## config.mk

```make
export PLATFORM = sky130hd
export DESIGN_NAME = csw_unit
export DESIGN_NICKNAME = d
export VERILOG_FILES = /design/src/verilog/csw_pkg.sv /design/src/verilog/csw_unit.sv
export SDC_FILE = /design/constraint.sdc
export NUM_CORES = 1
export LEC_CHECK = 0
export ABC_CLOCK_PERIOD_IN_PS = 1300
export BUFFER_PORTS_ARGS = -buffer_cell sky130_fd_sc_hd__buf_2
export CAP_MARGIN = 20
export CELL_PAD_IN_SITES_DETAIL_PLACEMENT = 1
export CELL_PAD_IN_SITES_GLOBAL_PLACEMENT = 2
export CORE_MARGIN = 4
export CORE_UTILIZATION = 24
export DETAILED_ROUTE_END_ITERATION = 7
export HOLD_SLACK_MARGIN = 0.08
export PLACE_DENSITY_LB_ADDON = 0.25
export SYNTH_ARGS = -nofsm -noshare
export SYNTH_HDL_FRONTEND = slang
export SYNTH_SLANG_ARGS = --single-unit
```

## constraint.sdc

```tcl
create_clock -name i_core_clk -period 1.3 [get_ports i_core_clk]
set_clock_uncertainty 0.05 [all_clocks]
set_input_delay 0.13 -clock i_core_clk [delete_from_list [all_inputs] [get_ports i_core_clk]]
set_output_delay 0.13 -clock i_core_clk [all_outputs]
set_load 0.01 [all_outputs]
```

## src/verilog/csw_pkg.sv

```systemverilog
// Package for the compare and word shift unit: opcodes, field slices, widths.
// Assumes the pipeline passes the raw instruction word, which the unit decodes, and hands over operands.
package csw_pkg;

  // Configured general register width
  localparam int unsigned REG_W         = 64;
  localparam int unsigned WORD_W        = 32;
  localparam int unsigned IMM_W         = 16;
  localparam int unsigned SHAMT_W       = 5;
  localparam int unsigned IDX_W         = 5;
  localparam int unsigned INSN_W        = 32;

  // Instruction field positions
  localparam int unsigned OPC_HI        = 31;
  localparam int unsigned OPC_LO        = 26;
  localparam int unsigned FIRST_IDX_HI  = 25;
  localparam int unsigned FIRST_IDX_LO  = 21;
  localparam int unsigned SECOND_IDX_HI = 20;
  localparam int unsigned SECOND_IDX_LO = 16;
  localparam int unsigned DEST_IDX_HI   = 15;
  localparam int unsigned DEST_IDX_LO   = 11;
  localparam int unsigned SHAMT_HI      = 10;
  localparam int unsigned SHAMT_LO      = 6;
  localparam int unsigned FUNCT_HI      = 5;
  localparam int unsigned FUNCT_LO      = 0;
  localparam int unsigned IMM_HI        = 15;
  localparam int unsigned IMM_LO        = 0;

  // Primary opcodes
  localparam logic [5:0] OPC_REGFORM    = 6'h00;
  localparam logic [5:0] OPC_LT_IMM_S   = 6'h0A;
  localparam logic [5:0] OPC_LT_IMM_U   = 6'h0B;

  // Function codes under the register form opcode
  localparam logic [5:0] FN_SRL         = 6'h02;
  localparam logic [5:0] FN_SRA         = 6'h03;
  localparam logic [5:0] FN_SRA_VAR     = 6'h07;
  localparam logic [5:0] FN_LT_S        = 6'h2A;
  localparam logic [5:0] FN_LT_U        = 6'h2B;

  // Decoded operation
  typedef enum logic [2:0] {
    CSW_OP_NONE     = 3'b000,
    CSW_OP_LT_S     = 3'b001,
    CSW_OP_LT_U     = 3'b010,
    CSW_OP_LT_IMM_S = 3'b011,
    CSW_OP_LT_IMM_U = 3'b100,
    CSW_OP_SRA      = 3'b101,
    CSW_OP_SRA_VAR  = 3'b110,
    CSW_OP_SRL      = 3'b111
  } csw_op_e;

  // Result latency from issue to output, in core clock cycles
  localparam int unsigned RESULT_LAT    = 1;

endpackage : csw_pkg

```

## src/verilog/csw_unit.sv

```systemverilog
// Compare and word shift execution slice: set-on-less-than and word right shifts.
// Assumes operands are read from the register file in the issue cycle and that
// the pipeline accepts one result per cycle with no back-pressure.
//
// How it works
// - Signed register compare gives one or zero
// - Compares never raise an overflow exception
// - Immediate sign-extended, signed compare, second index
// - Immediate sign-extended, then compared unsigned
// - Function 101011 opcode 000000: unsigned compare
// - Arithmetic right shift fills with bit 31
// - Variable shift uses low five bits only
// - Logical right shift fills zeros, sign-extends
// - Fixed shift count from instruction bits 10:6
// - Improper word inputs give no defined result
module csw_unit
  import csw_pkg::*;
(
  input  wire logic               i_core_clk,     // Core clock, 250 MHz
  input  wire logic               i_arst_n,       // Asynchronous reset, active low
  input  wire logic               i_clk_en,       // Freezes all state while low
  input  wire logic               i_issue_valid,  // Instruction presented this cycle
  input  wire logic [INSN_W-1:0]  i_insn,         // Instruction word
  input  wire logic [REG_W-1:0]   i_first_opnd,   // Value of first_operand_index register
  input  wire logic [REG_W-1:0]   i_second_opnd,  // Value of second_operand_index register
  output logic                    o_accept,       // Instruction belongs to this unit
  output logic                    o_res_valid,    // Result present
  output logic [REG_W-1:0]        o_res_data,     // Result for general_register write
  output logic [IDX_W-1:0]        o_res_dest,     // Destination register index
  output logic                    o_res_wr_en,    // Register write enable
  output logic                    o_res_overflow  // Integer overflow exception request
);

  // Decoded fields
  logic [5:0]         opc;        // Primary opcode
  logic [5:0]         funct;      // Function code
  logic [IDX_W-1:0]   second_idx; // second_operand_index
  logic [IDX_W-1:0]   dest_idx;   // Register form destination
  logic [SHAMT_W-1:0] shamt_fix;  // shift_amount_field
  logic [IMM_W-1:0]   imm;        // Raw immediate
  csw_op_e            op;         // Decoded operation

  // Datapath intermediates
  logic [REG_W-1:0]   imm_sx;     // Sign-extended immediate
  logic [REG_W-1:0]   cmp_b;      // Second compare operand
  logic               lt_s;       // Signed less-than
  logic               lt_u;       // Unsigned less-than
  logic [SHAMT_W-1:0] shamt;      // Chosen shift distance
  logic [WORD_W-1:0]  word_in;    // Low word being shifted
  logic [WORD_W-1:0]  word_out;   // Shifted word
  logic [IDX_W-1:0]   dest_d;     // Destination index next
  logic [REG_W-1:0]   res_d;      // Result next

  // Registered result; data outputs come straight from these flip-flops
  logic               valid_q;    // Result present, also the write enable
  logic [REG_W-1:0]   res_q;      // Result held until the next accepted issue
  logic [IDX_W-1:0]   dest_q;     // Destination held with the result

  // Field extraction
  // Slices only; the first index field is consumed by the register file
  assign opc        = i_insn[OPC_HI:OPC_LO];
  assign funct      = i_insn[FUNCT_HI:FUNCT_LO];
  assign second_idx = i_insn[SECOND_IDX_HI:SECOND_IDX_LO];
  assign dest_idx   = i_insn[DEST_IDX_HI:DEST_IDX_LO];
  assign shamt_fix  = i_insn[SHAMT_HI:SHAMT_LO];
  assign imm        = i_insn[IMM_HI:IMM_LO];

  // Decoder; unknown encodings are simply not accepted
  // Other pipes own those encodings, so raising an error here would be wrong
  // Zero fields of the register forms are not checked, which saves a wide compare
  always_comb begin
    op = CSW_OP_NONE;
    if (opc == OPC_REGFORM) begin
      case (funct)
        FN_LT_S:    op = CSW_OP_LT_S;
        FN_LT_U:    op = CSW_OP_LT_U;
        FN_SRA:     op = CSW_OP_SRA;
        FN_SRA_VAR: op = CSW_OP_SRA_VAR;
        FN_SRL:     op = CSW_OP_SRL;
        default:    op = CSW_OP_NONE;
      endcase
    end else if (opc == OPC_LT_IMM_S) begin
      op = CSW_OP_LT_IMM_S;
    end else if (opc == OPC_LT_IMM_U) begin
      op = CSW_OP_LT_IMM_U;
    end
  end

  // Handshake output may be combinational
  // It depends on i_issue_valid and decode only, so the pipeline sees it in the issue cycle
  assign o_accept = i_issue_valid && (op != CSW_OP_NONE);

  // Immediate is always sign-extended, even for the unsigned compare
  // Limitation: unsigned constants reach only both ends of the range
  assign imm_sx = {{(REG_W-IMM_W){imm[IMM_W-1]}}, imm};

  // Compare operand select: register or immediate
  assign cmp_b = ((op == CSW_OP_LT_IMM_S) || (op == CSW_OP_LT_IMM_U)) ? imm_sx : i_second_opnd;

  // Comparators, no subtract so no overflow term exists at all
  // Both views share the operands; only the weight of the sign bit differs
  assign lt_s = $signed(i_first_opnd) < $signed(cmp_b);
  assign lt_u = i_first_opnd < cmp_b;

  // Shift distance: variable form reads only the low five bits
  assign shamt = (op == CSW_OP_SRA_VAR) ? i_first_opnd[SHAMT_W-1:0] : shamt_fix;

  // Only the low word is used; upper bits of an improper word are ignored
  assign word_in = i_second_opnd[WORD_W-1:0];

  // Word shifter, shared by all three shift forms
  // One arithmetic shifter plus a logical path keeps the barrel narrow: only
  // the low word moves, the upper half is rebuilt from bit 31 afterwards
  always_comb begin
    if (op == CSW_OP_SRL) begin
      word_out = word_in >> shamt;
    end else begin
      word_out = WORD_W'($signed(word_in) >>> shamt);
    end
  end

  // Result mux and destination select
  // Immediate forms name their destination in the second index field,
  // register forms in the destination field
  always_comb begin
    res_d  = '0;
    dest_d = dest_idx;
    case (op)
      CSW_OP_LT_S:     res_d = {{(REG_W-1){1'b0}}, lt_s};
      CSW_OP_LT_U:     res_d = {{(REG_W-1){1'b0}}, lt_u};
      CSW_OP_LT_IMM_S: begin
        res_d  = {{(REG_W-1){1'b0}}, lt_s};
        dest_d = second_idx;
      end
      CSW_OP_LT_IMM_U: begin
        res_d  = {{(REG_W-1){1'b0}}, lt_u};
        dest_d = second_idx;
      end
      CSW_OP_SRA, CSW_OP_SRA_VAR, CSW_OP_SRL: begin
        // Word result is sign-extended into the full register
        res_d = {{(REG_W-WORD_W){word_out[WORD_W-1]}}, word_out};
      end
      default:         res_d = '0;
    endcase
  end

  // Valid pipeline register
  // Loaded every enabled cycle so a result lasts one cycle unless another
  // issue follows; a low enable freezes it together with the data
  always_ff @(posedge i_core_clk or negedge i_arst_n) begin
    if (!i_arst_n) begin
      valid_q <= 1'b0;
    end else if (i_clk_en) begin
      valid_q <= o_accept;
    end
  end

  // Data pipeline register, loaded only on an accepted instruction
  // Holding the old value between results avoids toggling the write-back bus
  always_ff @(posedge i_core_clk or negedge i_arst_n) begin
    if (!i_arst_n) begin
      res_q  <= '0;
      dest_q <= '0;
    end else if (i_clk_en && o_accept) begin
      res_q  <= res_d;
      dest_q <= dest_d;
    end
  end

  // Outputs; nothing here can trap, so the overflow request is tied low
  assign o_res_valid    = valid_q;
  assign o_res_data     = res_q;
  assign o_res_dest     = dest_q;
  assign o_res_wr_en    = valid_q;
  assign o_res_overflow = 1'b0;
endmodule : csw_unit

```

; Yosys cells after proc, flatten, opt, wreduce, memory -nomap -nowiden
; Cells that the tools add are included.
[word_totals]
wordCells = 39
register_bits = 70
[classes]
shifts = 2
n_mux = 9
n_eq_ne = 14
reduce_logical = 9
magnitude_cmp = 2
[op_table]
columns = cell, n
row1 = case mux 64 bit (3 select lines), 1
row2 = < comparator 64 bit, 2
row3 = two-way mux 64 bit, 1
row4 = two-way mux 32 bit, 1
row5 = right shift 32 x 5 -> 32 bit, 1
row6 = >>> shifter 32 x 5 -> 32 bit, 1
row7 = case mux 3 bit (5 select lines), 1
row8 = "== test 3 bit, second input constant", 4
row9 = "== test 6 x 2 -> 1 bit, second input constant", 2
row10 = "== test 6 x 4 -> 1 bit, second input constant", 2
row11 = "== test 6 bit, second input constant", 2
row12 = two-way mux 5 bit, 2
row13 = two-way mux 3 bit, 3
row14 = "== test 3 x 2 -> 1 bit, second input constant", 2
row15 = "== test 6 x 3 -> 1 bit, second input constant", 1
row16 = logical NOT 6 bit, 1
row17 = OR reduction 2 bit, 3
row18 = "== test 3 x 1 -> 1 bit, second input constant", 1
row19 = nonzero test 3 bit, 1
row20 = OR reduction 3 bit, 1
row21 = logical AND 1 bit, 2
row22 = logical OR 1 bit, 1

; Depth between registers and ports, before layout
[logic_depth]
word_depth = 9
mapped_depth = 19
ltp_nobuf = 17

; Least setup slack after synthesis
; OpenSTA, ideal clock, no wires.
[synth_path]
path_kind = input to register
start = input port i_insn[31]
end = register res_q[0] (netlist: o_res_data[0])
path_buffers = 2
cell_stages = 18
slack_ps = -3038
arrival_time_ps = 4184
cell_sequence = or4_4 > a211oi_4 > nor2_1 > o21ai_1 > clkbuf_1 > clkbuf_1 > a21oi_1 > ha_1 > a21o_1 > a211oi_1 > o21ai_0 > a31o_2 > nor4_1 > o21ai_0 > a221o_1 > nor2_1 > nor2_1 > o311ai_1
[synth_via]
elab_chain_cells = 9
[synth_rtl]
columns = item, line
row1 = start: declaration, csw_unit.sv:23  ; input wire logic [INSN_W-1:0] i_insn,
row2 = == test 6 x 4 -> 1 bit, csw_unit.sv:84  ; end else if (opc == OPC_LT_IMM_U) begin
row3 = two-way mux 3 bit, csw_unit.sv:84
row4 = two-way mux 3 bit, csw_unit.sv:82  ; end else if (opc == OPC_LT_IMM_S) begin
row5 = two-way mux 3 bit (*), csw_unit.sv:73  ; if (opc == OPC_REGFORM) begin
row6 = "== test 3 x 2 -> 1 bit, or another cell as far along", "csw_unit.sv:98, csw_unit.sv:128"
row7 = logical OR 1 bit / two-way mux 5 bit (equally long branches), "csw_unit.sv:98, csw_unit.sv:106"
row8 = "two-way mux 64 bit, or another cell as far along", csw_unit.sv:98  ; assign cmp_b = ((op == CSW_OP_LT_IMM_S) || (op == CSW_OP_LT_IMM_U)) ? imm_sx : i_second_opnd;
row9 = "< comparator 64 bit, or another cell as far along", csw_unit.sv:103  ; assign lt_u = i_first_opnd < cmp_b;
row10 = case mux 64 bit (3 select lines), csw_unit.sv:128  ; case (op)
row11 = end signal: assignment, csw_unit.sv:165  ; res_q <= res_d;
row12 = end: declaration, csw_unit.sv:56  ; logic [REG_W-1:0] res_q;
; Every way passes the cells marked *; elsewhere a longest branch is shown, timed or not.
; A chain may end at the register's enable or synchronous reset.

; Worst setup path in the final report
[layout_path]
start = input port i_insn[28]
end = register res_q[0] (netlist: o_res_data[0])
; Same word-level chain as after synthesis.

==> impl_results.md <==
* Largest net degree at the start of global routing at 34
* Chip width at 163.8 um
* Peak VDD IR at 0.7450 mV
* Outcome: finished with violations
* Setup crit start: i_insn[28]
* Reg2Reg Depth at 2
* TritonCTS buffer count at 5
* Worst Hold Class: primary input to flip-flop
* Die Y at 163.8 um
* CP Max Fanout at 32
* Antenna Nets Post-Route at 0
* Max Clk Rate at 267.0 MHz
* Io pins at 237
* Iter 0 DRT Violations at 286
* Drt first pass iters at 4
* Vias post-DR at 7599
* #FFs+latches synth at 38
* Cell Count, Final, Fillers Out at 1519
* Per-cell routed wire length at 20.11 um
* Final Critical Period at 3.745 ns
* Setup ws final at -2.445 ns
* Tcrit/Tclk final at 288.1%
* GR Overflow Total at 0
* Layout cells sized above 1 at 55.96%
* Worst EP required at 1.43 ns
* RSZ-0062 raised after global routing: yes
* Syn_nets at 990
* Failing checks: negative setup slack
* Reg2reg start: o_res_data[11]$_DFFE_PN0P_
* First-pass GRT wire length at 46550 um
* Commonest non-fill, non-tap cells in the layout: buf_2 (227), buf_4 (212), nand2_1 (98)
* Post-synthesis cell count at 763
* Total global-route track usage at 21.79%
* Worst-Margin Slew at 0.6455 ns
* P&R area growth vs syn at 81.04%
* Hold WS at 0.1342 ns
* DP HPWL at 23760 um
* Total of max-cap violations at 0
* DRC viols at 0
* GPL Wtd Cong at 0.8957
* Initial antenna violation count at 4
* Num rows at 56
* Clock-pin slew on the worst setup and hold paths at 0.06 ns
* Vias in the first global route at 8293
* Die ar. at 26810 um2
* Fin nets at 1425
* Post-synth EDFFs at 0
* Drt via density at 5.003
* Core area at 23680 um2
* Crit-path max cell delay at 0.55 ns
* Finished layout cell area at 10540 um2
* CTS tree: yes
* Crit path capture: o_res_data[0]$_DFFE_PN0P_
* H-tree depth at 2
* CTS Sinks at 38
* Setup CP Type: primary input to flip-flop
* Final WL at 30540 um
* CTS max path bufs at 2
* Ys Warns at 0
* Mapped Area at 5822 um2
* Pwr dens at 537.5 nW/um2
* Cell variety after synth at 62
* Pins Over Slew Limit at 0
* Post-synth top flop: dfrtp_1
* R2R setup slack at 0.30 ns
* CP endpoint kind: flip-flop
* Final Hold Violating Endpoints at 0
* Sequential share of the synthesized area at 16.33%
* Placed insts at 1459
* R2R Path End: o_res_data[11]$_DFFE_PN0P_
* Clock root buffer: clkbuf_16
* Final core occ at 44.51%
* PortBufs at 230
* CP Data Arrival Time at 3.88 ns
* Clk Latency, worst-skew pair at 0.28 ns
* Leak at 0.005285 uW
* Slew HR at 56.81%
* Initial core utilization at 24.58%
* Placed Area at 8906 um2
* Avg Inst Size Synth at 7.630 um2
* Final setup violation count at 39
* Most common cell after layout, fill and taps aside: buf_2
* Asr flop ratio synth at 100.0%
* Startpoint Class: primary input
* Crit-path cells: buf_6 > or4_4 > a211oi_4 > nor2_2 > o21ai_4 > buf_12 > nor2_4 > buf_12 > a21oi_1 > ha_1 > nand2_1 > nor2_1 > a2111oi_4 > o21bai_1 > a21oi_1 > o31ai_1 > a221o_1 > nor2_1 > buf_4 > nor2_2 > o311ai_1
* CP max-delay cell: or4_4
## cell type report
class / instances / area [um2]
repair buffers: 506 / 3657
diodes: 1 / 2.502
inverters: 5 / 18.77
fillers: 2879 / 13140
multi-input cells: 642 / 5364
flip-flops and latches: 38 / 950.9
well taps: 319 / 399.1
clock buffers: 7 / 142.6
clock inverters: 1 / 5.005
## registers in the layout, indices dropped and copies added (netlist names)
name / cells
o_res_valid: 1
o_res_dest: 5
o_res_data: 32
## power breakdown
part | switching [uW] | internal (uW) | total [uW] | leakage, uW
Combinational | 1600 | 1590 | 3190 | 0.00468
Clock | 463 | 760 | 1220 | 0.0000739
Sequential | 25.2 | 1220 | 1250 | 0.000526
## cells in the mapped netlist, drive strengths merged, types with 15 or more instances
master  number  share of area, %
nand2      113               7.3
mux2i      100                17
a21oi       92               7.9
ha          63                14
o21ai       60               5.2
buf         46               5.8
nor2        40               2.6
dfrtp       38                16
clkbuf      34               2.2
nor3        17               1.5
nand3       16               1.4
nand4       15               1.6
## repair_timing
item,4_1_cts,5_1_grt
hold endpoints to repair,17,0
buffers inserted,46,7
resized for setup,181,55
endpoints found under the setup margin,39,72
hold buffers,2,0
cloned,6,1
pin swaps,57,23
## cell families (layout without fill, tap and decap cells)
family          after synthesis  in the layout  synth area share, %
simple gates                234            234                18.07
compound gates              233            233                24.44
mux                         109            111                19.26
buf+inv                      85            519                8.296
fa+ha+maj                    63             63                13.54
flops                        38             38                16.33
other cells                   1              2              0.06441
## worst max-delay path: cells and delay by family
family,cells,cell delay [ns]
AOI/OAI and AO/OA,9,1.79
and+or+nand+nor,7,1.06
buffers and inverters,4,0.56
adders and majority gates,1,0.31
## how the worst min path moves through the flow
stage	startpoint	to	slack, ns	cells after the start
floorplan	i_arst_n	o_res_data[0]$_DFFE_PN0P_	-0.22	0
global placement	i_arst_n	o_res_data[15]$_DFFE_PN0P_	0.05	1
detailed placement	i_arst_n	o_res_data[15]$_DFFE_PN0P_	0.05	1
CTS	i_insn[18]	o_res_dest[2]$_DFFE_PN0P_	0.14	3
global route	i_insn[20]	o_res_dest[4]$_DFFE_PN0P_	0.16	3
finish	i_insn[18]	o_res_dest[2]$_DFFE_PN0P_	0.13	3
## through the flow
step                total power, uW  setup TNS, ns  setup WS, ns
global route                   6005         -57.80        -2.661
floorplan                      2485         -47.27        -2.354
CTS                            5511         -51.04        -2.312
global placement               3763         -65.71        -2.644
finish                         5665         -54.07        -2.445
detailed placement             3811         -66.67        -2.740
## per-layer routing
| layer | vias up | GRT usage [%] | part of all wire (%) |
|---|---|---|---|
| li1 | 3691 | - | - |
| met1 | 3624 | 26.59 | 42 |
| met2 | 235 | 39.87 | 50 |
| met3 | 43 | 3.714 | 5.8 |
| met4 | 6 | 5.071 | 2.1 |
| met5 | - | 0 | 0.11 |
No activity file was read; power rests on OpenSTA's default activity.
